===== config.mk =====
export PLATFORM = sky130hd
export DESIGN_NAME = ebw_bus_ctrl
export DESIGN_NICKNAME = d
export VERILOG_FILES = /design/src/common/ebw_pkg.sv /design/src/core/ebw_bus_ctrl.sv /design/src/core/ebw_page_decode.sv /design/src/core/ebw_ready_sel.sv
export SDC_FILE = /design/constraint.sdc
export NUM_CORES = 1
export LEC_CHECK = 0
export BUFFER_PORTS_ARGS = -buffer_cell sky130_fd_sc_hd__clkbuf_2
export CORE_MARGIN = 8
export CORE_UTILIZATION = 55
export CTS_CLUSTER_DIAMETER = 200
export DETAILED_ROUTE_END_ITERATION = 6
export PLACE_DENSITY_LB_ADDON = 0.15
export SLEW_MARGIN = 20
export SYNTH_ARGS = -nofsm -noshare
export SYNTH_HDL_FRONTEND = slang
export SYNTH_SLANG_ARGS = --single-unit

===== constraint.sdc =====
create_clock -name clk -period 9.15 [get_ports clk]
set_input_delay 0.915 -clock clk [delete_from_list [all_inputs] [get_ports clk]]
set_output_delay 0.915 -clock clk [all_outputs]
set_load 0.01 [all_outputs]

===== src/common/ebw_pkg.sv =====
// package: constants, register layout and carrier types of the external bus block
package ebw_pkg;

    // ****************************************
    // widths
    // ****************************************
    localparam int ADDR_W = 24;                 // external address width
    localparam int DATA_W = 32;                 // external data width
    localparam int REG_AW = 8;                  // register port address width
    localparam int ROM_AW = 12;                 // boot rom word address width

    // ****************************************
    // register map and field layout
    // ****************************************
    localparam logic [7:0] CTRL_OFS = 8'h00;    // bus control register
    localparam logic [7:0] STAT_OFS = 8'h04;    // bus status register
    localparam int SEL_LSB  = 3;                // ready source select, bits 4:3
    localparam int WCNT_LSB = 5;                // wait count field, bits 7:5
    localparam int BNK_LSB  = 8;                // bank compare field, bits 12:8

    // ready source encodings
    localparam logic [1:0] RDY_PIN = 2'h0;      // external pin only
    localparam logic [1:0] RDY_CNT = 2'h1;      // internal counter only
    localparam logic [1:0] RDY_AND = 2'h2;      // pin and counter, and-combined
    localparam logic [1:0] RDY_OR  = 2'h3;      // pin and counter, or-combined

    // reset values
    localparam logic [1:0] SEL_RST  = RDY_OR;
    localparam logic [2:0] WCNT_RST = 3'h7;
    localparam logic [4:0] BNK_RST  = 5'h00;

    // boot rom window and page bits
    localparam logic [23:0] ROM_HI = 24'h000FFF; // last address of the boot rom
    localparam int PAGE_LO = 22;                 // low page address bit

    // ****************************************
    // types
    // ****************************************
    typedef enum logic [1:0] {
        EBW_IDLE = 2'h0,                        // bus quiet, latch empty
        EBW_NULL = 2'h1,                        // null cycle before a new-bank read
        EBW_ACC  = 2'h3,                        // strobe low, waiting for ready
        EBW_ROM  = 2'h2                         // internal rom read
    } ebw_state_t;

    typedef struct packed {
        logic [1:0] rdy_sel;                    // ready source select
        logic [2:0] wait_cnt;                   // wait count field
        logic [4:0] bank_cmp;                   // bank compare field
    } ebw_ctrl_t;

    typedef struct packed {
        logic              we;                  // 1 = write
        logic [ADDR_W-1:0] addr;                // word address
        logic [DATA_W-1:0] data;                // write data
    } ebw_req_t;

    typedef struct packed {
        ebw_state_t        st;                  // bus sequencer state
        ebw_ctrl_t         ctrl;                // bus control register
        ebw_req_t          req;                 // posted request latch
        logic [ADDR_W-1:0] last_addr;           // address of the previous access
        logic              last_valid;          // previous access exists
        logic [2:0]        wcnt;                // wait-state counter
        logic [DATA_W-1:0] reg_rdata;           // register read data
        logic [DATA_W-1:0] rd_data;             // cpu read data
        logic              rd_valid;            // cpu read data valid
        logic              cpu_ready;           // latch can take a request
        logic [ADDR_W-1:0] ext_addr;            // address pins
        logic              ext_rw;              // 1 = read
        logic              strobe_n;            // bus strobe, active low
        logic [3:0]        page_n;              // page selects, active low
        logic [DATA_W-1:0] dout;                // data pin output value
        logic              drive;               // data pins driven by us
        logic [ROM_AW-1:0] rom_addr;            // boot rom address
    } ebw_state_s_t;

    // top bits of the address that take part in the bank compare
    function automatic logic [ADDR_W-1:0] bank_mask(input logic [4:0] n);
        logic [ADDR_W-1:0] m;
        m = '0;
        for (int i = 0; i < ADDR_W; i++) begin
            if (i >= ADDR_W - int'(n)) begin
                m[i] = 1'b1;
            end
        end
        return m;
    endfunction

endpackage


===== src/core/ebw_bus_ctrl.sv =====
// module: external bus sequencer with page selects, wait states and latched requests
`timescale 1ns/100ps
module ebw_bus_ctrl
    import ebw_pkg::*;
(
    // clock and reset
    input  wire logic              clk,
    input  wire logic              rst_n,
    // register port
    input  wire logic [REG_AW-1:0] reg_addr,
    input  wire logic [DATA_W-1:0] reg_wdata,
    input  wire logic              reg_wr,
    input  wire logic              reg_rd,
    output logic [DATA_W-1:0]      reg_rdata,
    // cpu side requests
    input  wire logic              cpu_req,
    input  wire ebw_req_t          cpu_req_data,
    output logic                   cpu_ready,
    output logic                   rd_valid,
    output logic [DATA_W-1:0]      rd_data,
    // boot rom
    input  wire logic              boot_mode_select,
    output logic [ROM_AW-1:0]      rom_addr,
    input  wire logic [DATA_W-1:0] rom_rdata,
    // external bus
    output logic [ADDR_W-1:0]      ext_addr,
    output logic                   ext_rw,
    output logic                   bus_strobe_n,
    output logic [3:0]             page_select_n,
    output logic [DATA_W-1:0]      ext_data_out,
    input  wire logic [DATA_W-1:0] ext_data_in,
    output logic                   ext_data_oe_n,
    output logic                   bus_oe_n,
    output logic                   keeper_en,
    input  wire logic              ready_n,
    input  wire logic              output_float_pin_n
);

    // ****************************************
    // declarations
    // ****************************************
    ebw_state_s_t      s;                      // registered state
    ebw_state_s_t      next_s;                 // next state
    ebw_req_t          start_req;              // request that opens an access
    logic [3:0]        start_page;             // page for that request
    logic              done;                   // access ends this cycle
    logic              wait_done;              // wait counter reached its field
    logic              launch;                 // open an external access
    logic              take;                   // request accepted this cycle
    logic              rom_hit;                // request falls into the boot rom
    logic              new_bank;               // request targets another bank than the last access
    logic              pin_rst_n;              // reset of the pin enables
    logic              bus_oe_q;               // address and strobe enable, low drives
    logic              data_oe_q;              // data enable, low drives
    logic              keep_q;                 // keeper enable

    // reset image: strobe and selects idle high, control defaults
    localparam ebw_state_s_t S_RST = '{
        st:       EBW_IDLE,
        ctrl:     '{rdy_sel: SEL_RST, wait_cnt: WCNT_RST, bank_cmp: BNK_RST},
        strobe_n: 1'b1,
        page_n:   4'hF,
        default:  '0
    };

    // ****************************************
    // helpers
    // ****************************************
    // a request is taken only while the latch is empty
    assign take      = cpu_req && s.cpu_ready;
    // the count starts at zero, a field of n gives n+1 cycles
    assign wait_done = s.wcnt >= s.ctrl.wait_cnt;
    // during the null cycle the latch already holds the request
    assign start_req = (s.st == EBW_NULL) ? s.req : cpu_req_data;
    assign rom_hit   = boot_mode_select && (cpu_req_data.addr <= ROM_HI);
    // only external accesses move the bank, rom reads do not
    assign new_bank  = s.last_valid
                    && (((cpu_req_data.addr ^ s.last_addr) & bank_mask(s.ctrl.bank_cmp)) != '0);

    // page decode for the request being launched
    ebw_page_decode #(
        .PAGES     (4)
    ) u_page (
        .page_bits (start_req.addr[PAGE_LO +: 2]),
        .active    (1'b1),
        .page      (start_page)
    );

    // one control register sets the ready source for every page
    ebw_ready_sel u_ready (
        .sel       (s.ctrl.rdy_sel),
        .ready_n   (ready_n),
        .wait_done (wait_done),
        .done      (done)
    );

    // ****************************************
    // next state
    // ****************************************
    always_comb begin
        next_s          = s;
        next_s.rd_valid = 1'b0;
        launch          = 1'b0;
        // register writes take effect at the next edge
        if (reg_wr && reg_addr == CTRL_OFS) begin
            next_s.ctrl.rdy_sel  = reg_wdata[SEL_LSB +: 2];
            next_s.ctrl.wait_cnt = reg_wdata[WCNT_LSB +: 3];
            next_s.ctrl.bank_cmp = reg_wdata[BNK_LSB +: 5];
        end
        // register reads answer one cycle later, unmapped reads give zero
        if (reg_rd) begin
            case (reg_addr)
                CTRL_OFS: next_s.reg_rdata = DATA_W'({s.ctrl.bank_cmp, s.ctrl.wait_cnt,
                                                      s.ctrl.rdy_sel, 3'h0});
                STAT_OFS: next_s.reg_rdata = DATA_W'({s.wcnt, s.st, s.req.we,
                                                      !s.cpu_ready});
                default:  next_s.reg_rdata = '0;
            endcase
        end
        // bus sequencer
        case (s.st)
            EBW_IDLE: begin
                if (take) begin
                    // the latch holds the request, the cpu waits until the bus is quiet
                    next_s.req = cpu_req_data;
                    if (rom_hit) begin
                        // rom writes are dropped, the bus stays quiet
                        if (!cpu_req_data.we) begin
                            next_s.st       = EBW_ROM;
                            next_s.rom_addr = cpu_req_data.addr[ROM_AW-1:0];
                        end
                    end else if (!cpu_req_data.we && s.ctrl.bank_cmp != '0 && new_bank) begin
                        // reads to a new bank give slow devices a cycle to let go
                        next_s.st = EBW_NULL;
                    end else begin
                        launch = 1'b1;
                    end
                end
            end
            EBW_NULL: begin
                // strobe opens one cycle late, same latched request
                launch = 1'b1;
            end
            EBW_ACC: begin
                // ready is sampled at each rising edge of the phase-one clock
                if (done) begin
                    // strobe and selects rise together
                    next_s.strobe_n = 1'b1;
                    next_s.page_n   = 4'hF;
                    next_s.drive    = 1'b0;
                    next_s.st       = EBW_IDLE;
                    if (s.ext_rw) begin
                        // read data taken in the last strobe-low cycle
                        next_s.rd_data  = ext_data_in;
                        next_s.rd_valid = 1'b1;
                    end
                end else if (s.wcnt != 3'h7) begin
                    // saturate, a long pin stall must not wrap it
                    next_s.wcnt = s.wcnt + 3'h1;
                end
            end
            EBW_ROM: begin
                // rom data stand one cycle after rom_addr
                next_s.rd_data  = rom_rdata;
                next_s.rd_valid = 1'b1;
                next_s.st       = EBW_IDLE;
            end
            default: begin
                next_s.st = EBW_IDLE;
            end
        endcase
        // open the access: strobe and one page select fall together
        if (launch) begin
            next_s.st         = EBW_ACC;
            // address and data held to the end of the access
            next_s.ext_addr   = start_req.addr;
            next_s.ext_rw     = !start_req.we;
            next_s.strobe_n   = 1'b0;
            next_s.page_n     = ~start_page;
            next_s.drive      = start_req.we;
            next_s.wcnt       = 3'h0;
            next_s.last_addr  = start_req.addr;
            next_s.last_valid = 1'b1;
            if (start_req.we) begin
                next_s.dout = start_req.data;
            end
        end
        // undriven data pins keep their last level through the keeper
        if (!next_s.drive) begin
            next_s.dout = ext_data_in;
        end
        // the latch is free again once the bus is quiet
        next_s.cpu_ready = (next_s.st == EBW_IDLE);
    end

    // ****************************************
    // state register
    // ****************************************
    // whole sequencer state in one register
    always_ff @(posedge clk or negedge rst_n) begin
        if (!rst_n) begin
            s <= S_RST;
        end else begin
            s <= next_s;
        end
    end

    // ****************************************
    // pin enables
    // ****************************************
    // the float pin joins the reset so the pins let go without a clock;
    // the cost is a gated reset net, kept to these three flops only
    assign pin_rst_n = rst_n && output_float_pin_n;

    always_ff @(posedge clk or negedge pin_rst_n) begin
        if (!pin_rst_n) begin
            bus_oe_q  <= 1'b1;
            data_oe_q <= 1'b1;
            keep_q    <= 1'b0;
        end else begin
            bus_oe_q  <= 1'b0;
            // data enable lines up with the drive flag of the state
            data_oe_q <= !next_s.drive;
            keep_q    <= 1'b1;
        end
    end

    // ****************************************
    // outputs
    // ****************************************
    // each output is a state flop or a pin enable flop
    assign reg_rdata     = s.reg_rdata;
    assign cpu_ready     = s.cpu_ready;
    assign rd_valid      = s.rd_valid;
    assign rd_data       = s.rd_data;
    assign rom_addr      = s.rom_addr;
    assign ext_addr      = s.ext_addr;
    assign ext_rw        = s.ext_rw;
    assign bus_strobe_n  = s.strobe_n;
    assign page_select_n = s.page_n;
    assign ext_data_out  = s.dout;
    assign ext_data_oe_n = data_oe_q;
    assign bus_oe_n      = bus_oe_q;
    assign keeper_en     = keep_q;

    // ****************************************
    // checks
    // ****************************************
    // four bits cover the longest counted strobe of eight
    logic [3:0] strobe_len;                    // cycles of the current strobe
    always_ff @(posedge clk or negedge rst_n) begin
        if (!rst_n) begin
            strobe_len <= 4'h0;
        end else begin
            strobe_len <= bus_strobe_n ? 4'h0 : strobe_len + 4'h1;
        end
    end

    // all checks sample at the phase-one rising edge
    page_range_a: assert property (@(posedge clk) disable iff (!rst_n)
        !bus_strobe_n |-> $onehot(~page_select_n) && !page_select_n[ext_addr[23:22]])
        else $error("page select does not match the address");

    page_timing_a: assert property (@(posedge clk) disable iff (!rst_n)
        bus_strobe_n == (&page_select_n))
        else $error("page select and strobe differ");

    count_length_a: assert property (@(posedge clk) disable iff (!rst_n)
        $rose(bus_strobe_n) && s.ctrl.rdy_sel == RDY_CNT
        |-> strobe_len == {1'b0, s.ctrl.wait_cnt} + 4'h1)
        else $error("counter mode strobe length wrong");

    pin_mode_a: assert property (@(posedge clk) disable iff (!rst_n)
        !bus_strobe_n && s.ctrl.rdy_sel == RDY_PIN && ready_n |=> !bus_strobe_n)
        else $error("pin mode ended without ready");

    and_zero_a: assert property (@(posedge clk) disable iff (!rst_n)
        !bus_strobe_n && s.ctrl.rdy_sel == RDY_AND && !ready_n |=> bus_strobe_n)
        else $error("and mode did not end on low ready");

    null_cycle_a: assert property (@(posedge clk) disable iff (!rst_n)
        s.st == EBW_NULL |-> bus_strobe_n && !s.req.we ##1 !bus_strobe_n && ext_rw)
        else $error("null cycle not followed by a read");

    or_extend_a: assert property (@(posedge clk) disable iff (!rst_n)
        !bus_strobe_n && s.ctrl.rdy_sel == RDY_OR && (ready_n || !wait_done)
        |=> !bus_strobe_n)
        else $error("or mode access ended early");

    posted_write_a: assert property (@(posedge clk) disable iff (!rst_n)
        take && cpu_req_data.we && !rom_hit
        |=> !bus_strobe_n && !ext_rw && ext_data_out == $past(cpu_req_data.data))
        else $error("posted write not placed on the bus");

    rom_quiet_a: assert property (@(posedge clk) disable iff (!rst_n)
        take && rom_hit && !cpu_req_data.we |=> bus_strobe_n ##1 rd_valid && bus_strobe_n)
        else $error("boot rom read touched the bus");

    float_pins_a: assert property (@(posedge clk) disable iff (!rst_n)
        !output_float_pin_n |-> bus_oe_n && ext_data_oe_n && !keeper_en)
        else $error("outputs not floated");

    addr_hold_a: assert property (@(posedge clk) disable iff (!rst_n)
        !bus_strobe_n && !ext_rw && !$past(bus_strobe_n)
        |-> $stable(ext_addr) && $stable(ext_data_out))
        else $error("posted write moved under the strobe");

    keeper_on_a: assert property (@(posedge clk) disable iff (!rst_n)
        $past(rst_n) && output_float_pin_n && $past(output_float_pin_n)
        |-> keeper_en && !bus_oe_n)
        else $error("keeper or bus drive off while not floated");

    rom_no_bus_a: assert property (@(posedge clk) disable iff (!rst_n)
        $fell(bus_strobe_n) && $past(boot_mode_select)
        |-> ext_addr > ROM_HI)
        else $error("boot rom address reached the bus");

    or_minimum_a: assert property (@(posedge clk) disable iff (!rst_n)
        $rose(bus_strobe_n) && s.ctrl.rdy_sel == RDY_OR
        |-> strobe_len >= {1'b0, s.ctrl.wait_cnt} + 4'h1)
        else $error("or mode strobe shorter than count");

    and_maximum_a: assert property (@(posedge clk) disable iff (!rst_n)
        $rose(bus_strobe_n) && s.ctrl.rdy_sel == RDY_AND
        |-> strobe_len <= {1'b0, s.ctrl.wait_cnt} + 4'h1)
        else $error("and mode strobe longer than count");

endmodule // ebw_bus_ctrl


===== src/core/ebw_page_decode.sv =====
// module: page decode of the top two address bits into four selects
`timescale 1ns/100ps
module ebw_page_decode
    import ebw_pkg::*;
#(
    parameter int PAGES = 4                     // number of page selects
) (
    // decode input
    input  wire logic [1:0]       page_bits,
    input  wire logic             active,
    // one-hot select
    output logic [PAGES-1:0]      page
);

    // ****************************************
    // elaboration check
    // ****************************************
    if (PAGES != 4) begin : g_bad_pages
        $error("ebw_page_decode: two address bits serve exactly four pages");
    end

    // ****************************************
    // one compare per page
    // ****************************************
    for (genvar g = 0; g < PAGES; g++) begin : g_page
        // only one page can match, so the result is one-hot when active
        assign page[g] = active && (page_bits == 2'(g));
    end

endmodule // ebw_page_decode


===== src/core/ebw_ready_sel.sv =====
// module: ready source select, merges the ready pin with the wait counter
`timescale 1ns/100ps
module ebw_ready_sel
    import ebw_pkg::*;
(
    // select and sources
    input  wire logic [1:0] sel,
    input  wire logic       ready_n,
    input  wire logic       wait_done,
    // access may end in this cycle
    output logic            done
);

    // ****************************************
    // ready mux
    // ****************************************
    // ready pin is active low: low lets the access finish
    always_comb begin
        case (sel)
            RDY_PIN: done = !ready_n;                  // pin only
            RDY_CNT: done = wait_done;                 // counter only
            RDY_AND: done = !ready_n || wait_done;     // low pin ends at once
            RDY_OR:  done = !ready_n && wait_done;     // never shorter than count
            default: done = wait_done;
        endcase
    end

endmodule // ebw_ready_sel


Yosys cells after proc, flatten, opt, wreduce, memory -nomap -nowiden
Index checks and enable logic that the tools add are counted.
{"block": "totals", "reg_bits": 217, "inputBits": 169}
{"block": "op_classes", "reduce_logical": 31, "addsub": 2, "muxes": 52, "n_bitwise": 4, "n_lt_le_gt_ge": 26, "n_eq_ne": 16}
{"cell": "33-bit 2-to-1 mux", "count": 2}
{"cell": "33-bit one-hot mux with 2 select lines", "count": 1}
{"cell": "32-bit 2-to-1 mux", "count": 2}
{"cell": "57-bit 2-to-1 mux", "count": 1}
{"cell": "5-bit by 6-bit >= comparator with 1-bit output, first input constant", "count": 8}
{"cell": "6-bit >= comparator, first input constant", "count": 8}
{"cell": "38-bit 2-to-1 mux", "count": 1}
{"cell": "1-bit 2-to-1 mux", "count": 29}
{"cell": "13-bit one-hot mux with 2 select lines", "count": 1}
{"cell": "24-bit bitwise AND", "count": 1}
{"cell": "4-bit by 6-bit >= comparator with 1-bit output, first input constant", "count": 4}
{"cell": "24-bit by 12-bit less-or-equal comparator with 1-bit output, second input constant", "count": 1}
{"cell": "24-bit nonzero test", "count": 1}
{"cell": "24-bit XOR", "count": 1}
{"cell": "2-bit == test, second input constant", "count": 6}
{"cell": "3-bit by 6-bit >= comparator with 1-bit output, first input constant", "count": 2}
{"cell": "2-bit 2-to-1 mux", "count": 6}
{"cell": "3-bit 2-to-1 mux", "count": 4}
{"cell": "5-bit 2-to-1 mux", "count": 2}
{"cell": "8-bit by 3-bit == test with 1-bit output, second input constant", "count": 1}
{"cell": "1-bit logical AND", "count": 8}
{"cell": "2-bit logical NOT", "count": 4}
{"cell": "8-bit logical NOT", "count": 1}
{"cell": "2-bit nonzero test", "count": 4}
{"cell": "20 further kinds", "count": 32}

Logic depth before layout (Yosys ltp)
{"block": "depth", "ltp_word": 14, "depth_mapped": 14}

Cells and area by module
A second synthesis with hierarchy kept.
{"block": "hier_totals", "cells_unflattened": 1042, "hier_area_um2": 10879.2}
{"module": "ebw_bus_ctrl", "area_each_um2": 10814.1, "seq_area_each_um2": 4969.8, "cells_per_inst": 1035, "instances": 1}
{"module": "ebw_page_decode", "area_each_um2": 37.5, "seq_area_each_um2": 0.0, "cells_per_inst": 4, "instances": 1}
{"module": "ebw_ready_sel", "area_each_um2": 27.5, "seq_area_each_um2": 0.0, "cells_per_inst": 3, "instances": 1}

Least setup slack after synthesis
OpenSTA, ideal clock, no wires.
{"block": "synth_timing", "kind": "register to register", "startpoint": "register s[226] (netlist bit)", "endpoint": "register s (netlist bit ext_rw)", "path_stages_with_launch": 14, "required_ps": 9025, "path_slack_ps": 5953, "arrival_ps": 3073, "cell_sequence": "dfrtp_1 buf_2 inv_1 ha_1 clkbuf_2 o211ai_1 a211o_1 a222oi_1 o221a_2 o2111ai_1 o31ai_4 and2_1 buf_2 mux2_2"}
{"block": "synth_via", "elab_chain_len": 11, "word_cells_on_any_way": 59, "cone_classes": "add/sub: 1; order compare: 24; mux: 28; bitwise: 1; reduce/logical: 5"}
{"item": "from (decl)", "line_no": "ebw_bus_ctrl.sv:42", "rtl": "ebw_state_s_t s;"}
{"item": "from (signal assigned)", "line_no": "ebw_bus_ctrl.sv:204", "rtl": "s <= next_s;"}
{"item": "5-bit by 5-bit subtractor with 6-bit output", "line_no": "ebw_pkg.sv:83", "rtl": "if (i >= ADDR_W - int'(n)) begin"}
{"item": "1-bit by 6-bit >= comparator with 1-bit output, or another cell as far along", "line_no": "ebw_pkg.sv:83"}
{"item": "1-bit 2-to-1 mux", "line_no": "ebw_pkg.sv:83"}
{"item": "24-bit bitwise AND", "line_no": "ebw_bus_ctrl.sv:78", "rtl": "&& (((cpu_req_data.addr ^ s.last_addr) & bank_mask(s.ctrl.bank_cmp)) != '0);"}
{"item": "24-bit nonzero test", "line_no": "ebw_bus_ctrl.sv:78"}
{"item": "1-bit logical AND", "line_no": "ebw_bus_ctrl.sv:78"}
{"item": "1-bit logical AND *", "line_no": "ebw_bus_ctrl.sv:132", "rtl": "end else if (!cpu_req_data.we && s.ctrl.bank_cmp != '0 && new_bank) begin"}
{"item": "1-bit 2-to-1 mux *", "line_no": "ebw_bus_ctrl.sv:132"}
{"item": "1-bit 2-to-1 mux *", "line_no": "ebw_bus_ctrl.sv:126", "rtl": "if (rom_hit) begin"}
{"item": "1-bit 2-to-1 mux *", "line_no": "ebw_bus_ctrl.sv:123", "rtl": "if (take) begin"}
{"item": "1-bit one-hot mux with 2 select lines *", "line_no": "ebw_bus_ctrl.sv:121", "rtl": "case (s.st)"}
Mark *: on every way between the ends. The rest lies on a longest branch, timed or not.
A chain may end at the register's enable or synchronous reset.

Final worst setup path
Same ends and word-level chain as after synthesis.

==> flow_summary.json <==
{
  "vdd_ir_drop_max_mv": 0.154,
  "synth-edff-count": 0,
  "period_share_pct": 48.3,
  "clock_sinks": 198,
  "netlist_area_sq_um": 10700,
  "hp-class": "input port to async pin",
  "dr.pass1.iters": 5,
  "slew_violations": 0,
  "htreeDepth": 4,
  "clock_skew_ps": 16.3,
  "max_freq_mhz": 226,
  "io_pins": 312,
  "diodes": 0,
  "ys_ff_latch": 198,
  "cp-start-kind": "flip-flop",
  "status": "finished, final reports clean",
  "place_congestion": 0.869,
  "drive_gt1_share_pct": 40.4,
  "fin_nets": 1277,
  "wl_per_cell_um": 18.9,
  "die_height_um": 155,
  "grt_max_degree": 124,
  "relSlewSlack_pct": 31.4,
  "core_sq_um": 19300,
  "drt_iter0_markers": 487,
  "clockRootBuffer": "clkbuf_16",
  "numCtsBuffers": 17,
  "clk_latency_ps": 430,
  "power.static_leakage_nw": 5.82,
  "grt_pass1_wl_um": 41300,
  "antenna_left": 0,
  "drv_cap": 0,
  "synthFlopType": "dfrtp_1",
  "yosysWarnings": 0,
  "cp_max_fo": 27,
  "num_rows": 51,
  "netlist_instances": 974,
  "endpoint_kind": "flip-flop",
  "wl_um": 26000,
  "rrSetupSlack_ps": 4730,
  "synth_cell_type_count": 59,
  "rsz0062_at_grt": "false",
  "numPortBuffers": 270,
  "cts_tree": "built",
  "place_hpwl_um": 18500,
  "detailroute.wirelength.met2_um": 12100,
  "arrival_ps": 4730,
  "post_cts_resized": 0,
  "finalSetupViolations": 0,
  "syn_to_final_growth_pct": 11.1,
  "cts_setup_buffers": 0,
  "wl_met1_um": 11600,
  "dr_wl_met3_um": 1920,
  "reg2reg_from": "s[226]",
  "r2r_cells": 12,
  "grt_pass1_vias": 7573,
  "dieArea_sq_um": 24100,
  "vias": 7382,
  "via_per_inst": 5.36,
  "clk_pin_slew_ps": 70,
  "synth.avg_cell_area_sq_um": 11.0,
  "clockBufferDepth": 2,
  "power.density_nw_per_um2": 325,
  "worst_pin_slew_ps": 1030,
  "cts_hold_buffers": 0,
  "synth_seq_area_share_pct": 46.5,
  "final_area_sq_um": 11900,
  "path_class": "flip-flop to flip-flop",
  "initial_core_util_pct": 55.5,
  "min_period_ps": 4420,
  "dpl_cell_area_sq_um": 11300,
  "grt_antenna_before_repair": 1,
  "grt-ovfl-total": 0,
  "fillCellCount": 1646,
  "highest_layer": "met5",
  "hold_viol": 0,
  "drc_errors": 0,
  "cp.required_ps": 9470,
  "fin_tns_setup_ps": 0,
  "grt_usage_pct": 21.5,
  "die_x_um": 155,
  "worstSetupStartpoint": "s[226]",
  "synthArstFlopShare_pct": 100,
  "r2r_end": "ext_rw"
}
## metal layers
metal / up-vias / global-route usage [%]
li1: 3484 / -
met1: 3625 / 28.5
met2: 241 / 33.9
met3: 30 / 6.32
met4: 2 / 6.05
met5: - / 0
## layout make-up
type	instances	area, sq um	share of cell area (%)
sequential	198	4970	41.9
inverter	27	101	0.854
clock inverter	13	141	1.19
timing repair buffer	280	1440	12.1
tap	265	332	2.79
multi-input combinational	576	4450	37.5
clock buffer	18	439	3.70
## cells in the final DEF, fill, tap and decap left out, types with 3 or more instances in the layout
master	count
a21o_1	37
ha_1	8
a211oi_1	3
o22ai_1	7
and2_1	4
conb_1	21
nor2_1	54
buf_4	10
dfrtp_1	186
mux2i_1	62
inv_1	27
nand2_1	26
nor2b_1	5
a22o_1	32
dfstp_2	12
clkbuf_16	17
xnor2_1	14
mux2_4	27
a21oi_1	92
clkbuf_2	269
nor3_1	3
inv_6	3
xor2_1	15
mux2_2	87
nand3_1	8
o21ai_0	24
inv_8	3
nand2b_1	3
## cell families (layout without fill, tap and decap cells)
| kind of cell | after synthesis | count (layout) | synth area share [%] |
|---|---|---|---|
| simple gates | 125 | 125 | 5.43 |
| flops | 198 | 198 | 46.5 |
| other cells | 2 | 21 | 0.0703 |
| compound gates | 216 | 216 | 13.0 |
| buf+inv | 219 | 338 | 12.8 |
| fa+ha+maj | 8 | 8 | 0.937 |
| xor+xnor | 29 | 29 | 2.38 |
| mux | 177 | 177 | 18.9 |
## synthesized netlist by cell type, types with 15 or more instances
master | number | area [sq um]
dfrtp_1 | 186 | 4650
buf_4 | 136 | 1020
a21oi_1 | 92 | 460
mux2_2 | 87 | 980
mux2i_1 | 62 | 621
nor2_1 | 56 | 210
clkbuf_1 | 41 | 154
a21o_1 | 37 | 278
a22o_1 | 32 | 280
inv_1 | 27 | 101
mux2_4 | 27 | 405
nand2_1 | 26 | 97.6
o21ai_0 | 24 | 120
xor2_1 | 15 | 131
## state kept, by name (all words and copies together), names as in the netlist
signal         flops
bus_oe_n           1
bus_strobe_n       1
cpu_ready          1
ext_addr          24
ext_data_oe_n      1
ext_data_out      32
ext_rw             1
keeper_en          1
page_select_n      4
rd_data           32
rd_valid           1
reg_rdata         13
rom_addr          12
s                 74
## critical path: stages, from the launching register on
cell and delay, ps:
dfrtp_1 600, inv_1 120, ha_1 370, or4_1 580, nor2_1 210, o21ai_0 130
a211oi_1 240, o2111ai_1 200, o31ai_4 280, buf_4 360, and2_1 480, buf_4 360
mux2_2 360
## worst max-delay path by stage
stage	slack (ps)	cells past startpoint	endpoint
2_1_floorplan	5950	13	ext_rw
3_3_place_gp	4770	12	ext_rw
3_5_place_dp	4770	12	ext_rw
6_report	4730	12	ext_rw
5_1_grt	4470	12	ext_rw
4_1_cts	4760	12	ext_rw
## where the power goes
group / total [mW] / switching [mW] / internal (mW)
Clock: 0.750 / 0.358 / 0.392
Sequential: 1.47 / 0.223 / 1.24
Combinational: 1.65 / 0.857 / 0.789
Total: 3.86 / 1.44 / 2.43
## per-stage QoR
step / setup WS [ps] / power (mW) / std cells / util [%] / hold slack (ps)
after floorplan: 5950 / 2.86 / 993 / - / 412
after global placement: 4770 / 3.10 / 1346 / 58.6 / 431
after detailed placement: 4770 / 3.15 / 1346 / 58.6 / 449
after CTS: 4760 / 3.90 / 1377 / 61.6 / 366
after global routing: 4470 / 4.12 / 1377 / 61.6 / 373
final: 4730 / 3.86 / 1377 / 61.6 / 379
No activity file was read; power rests on OpenSTA's default activity.
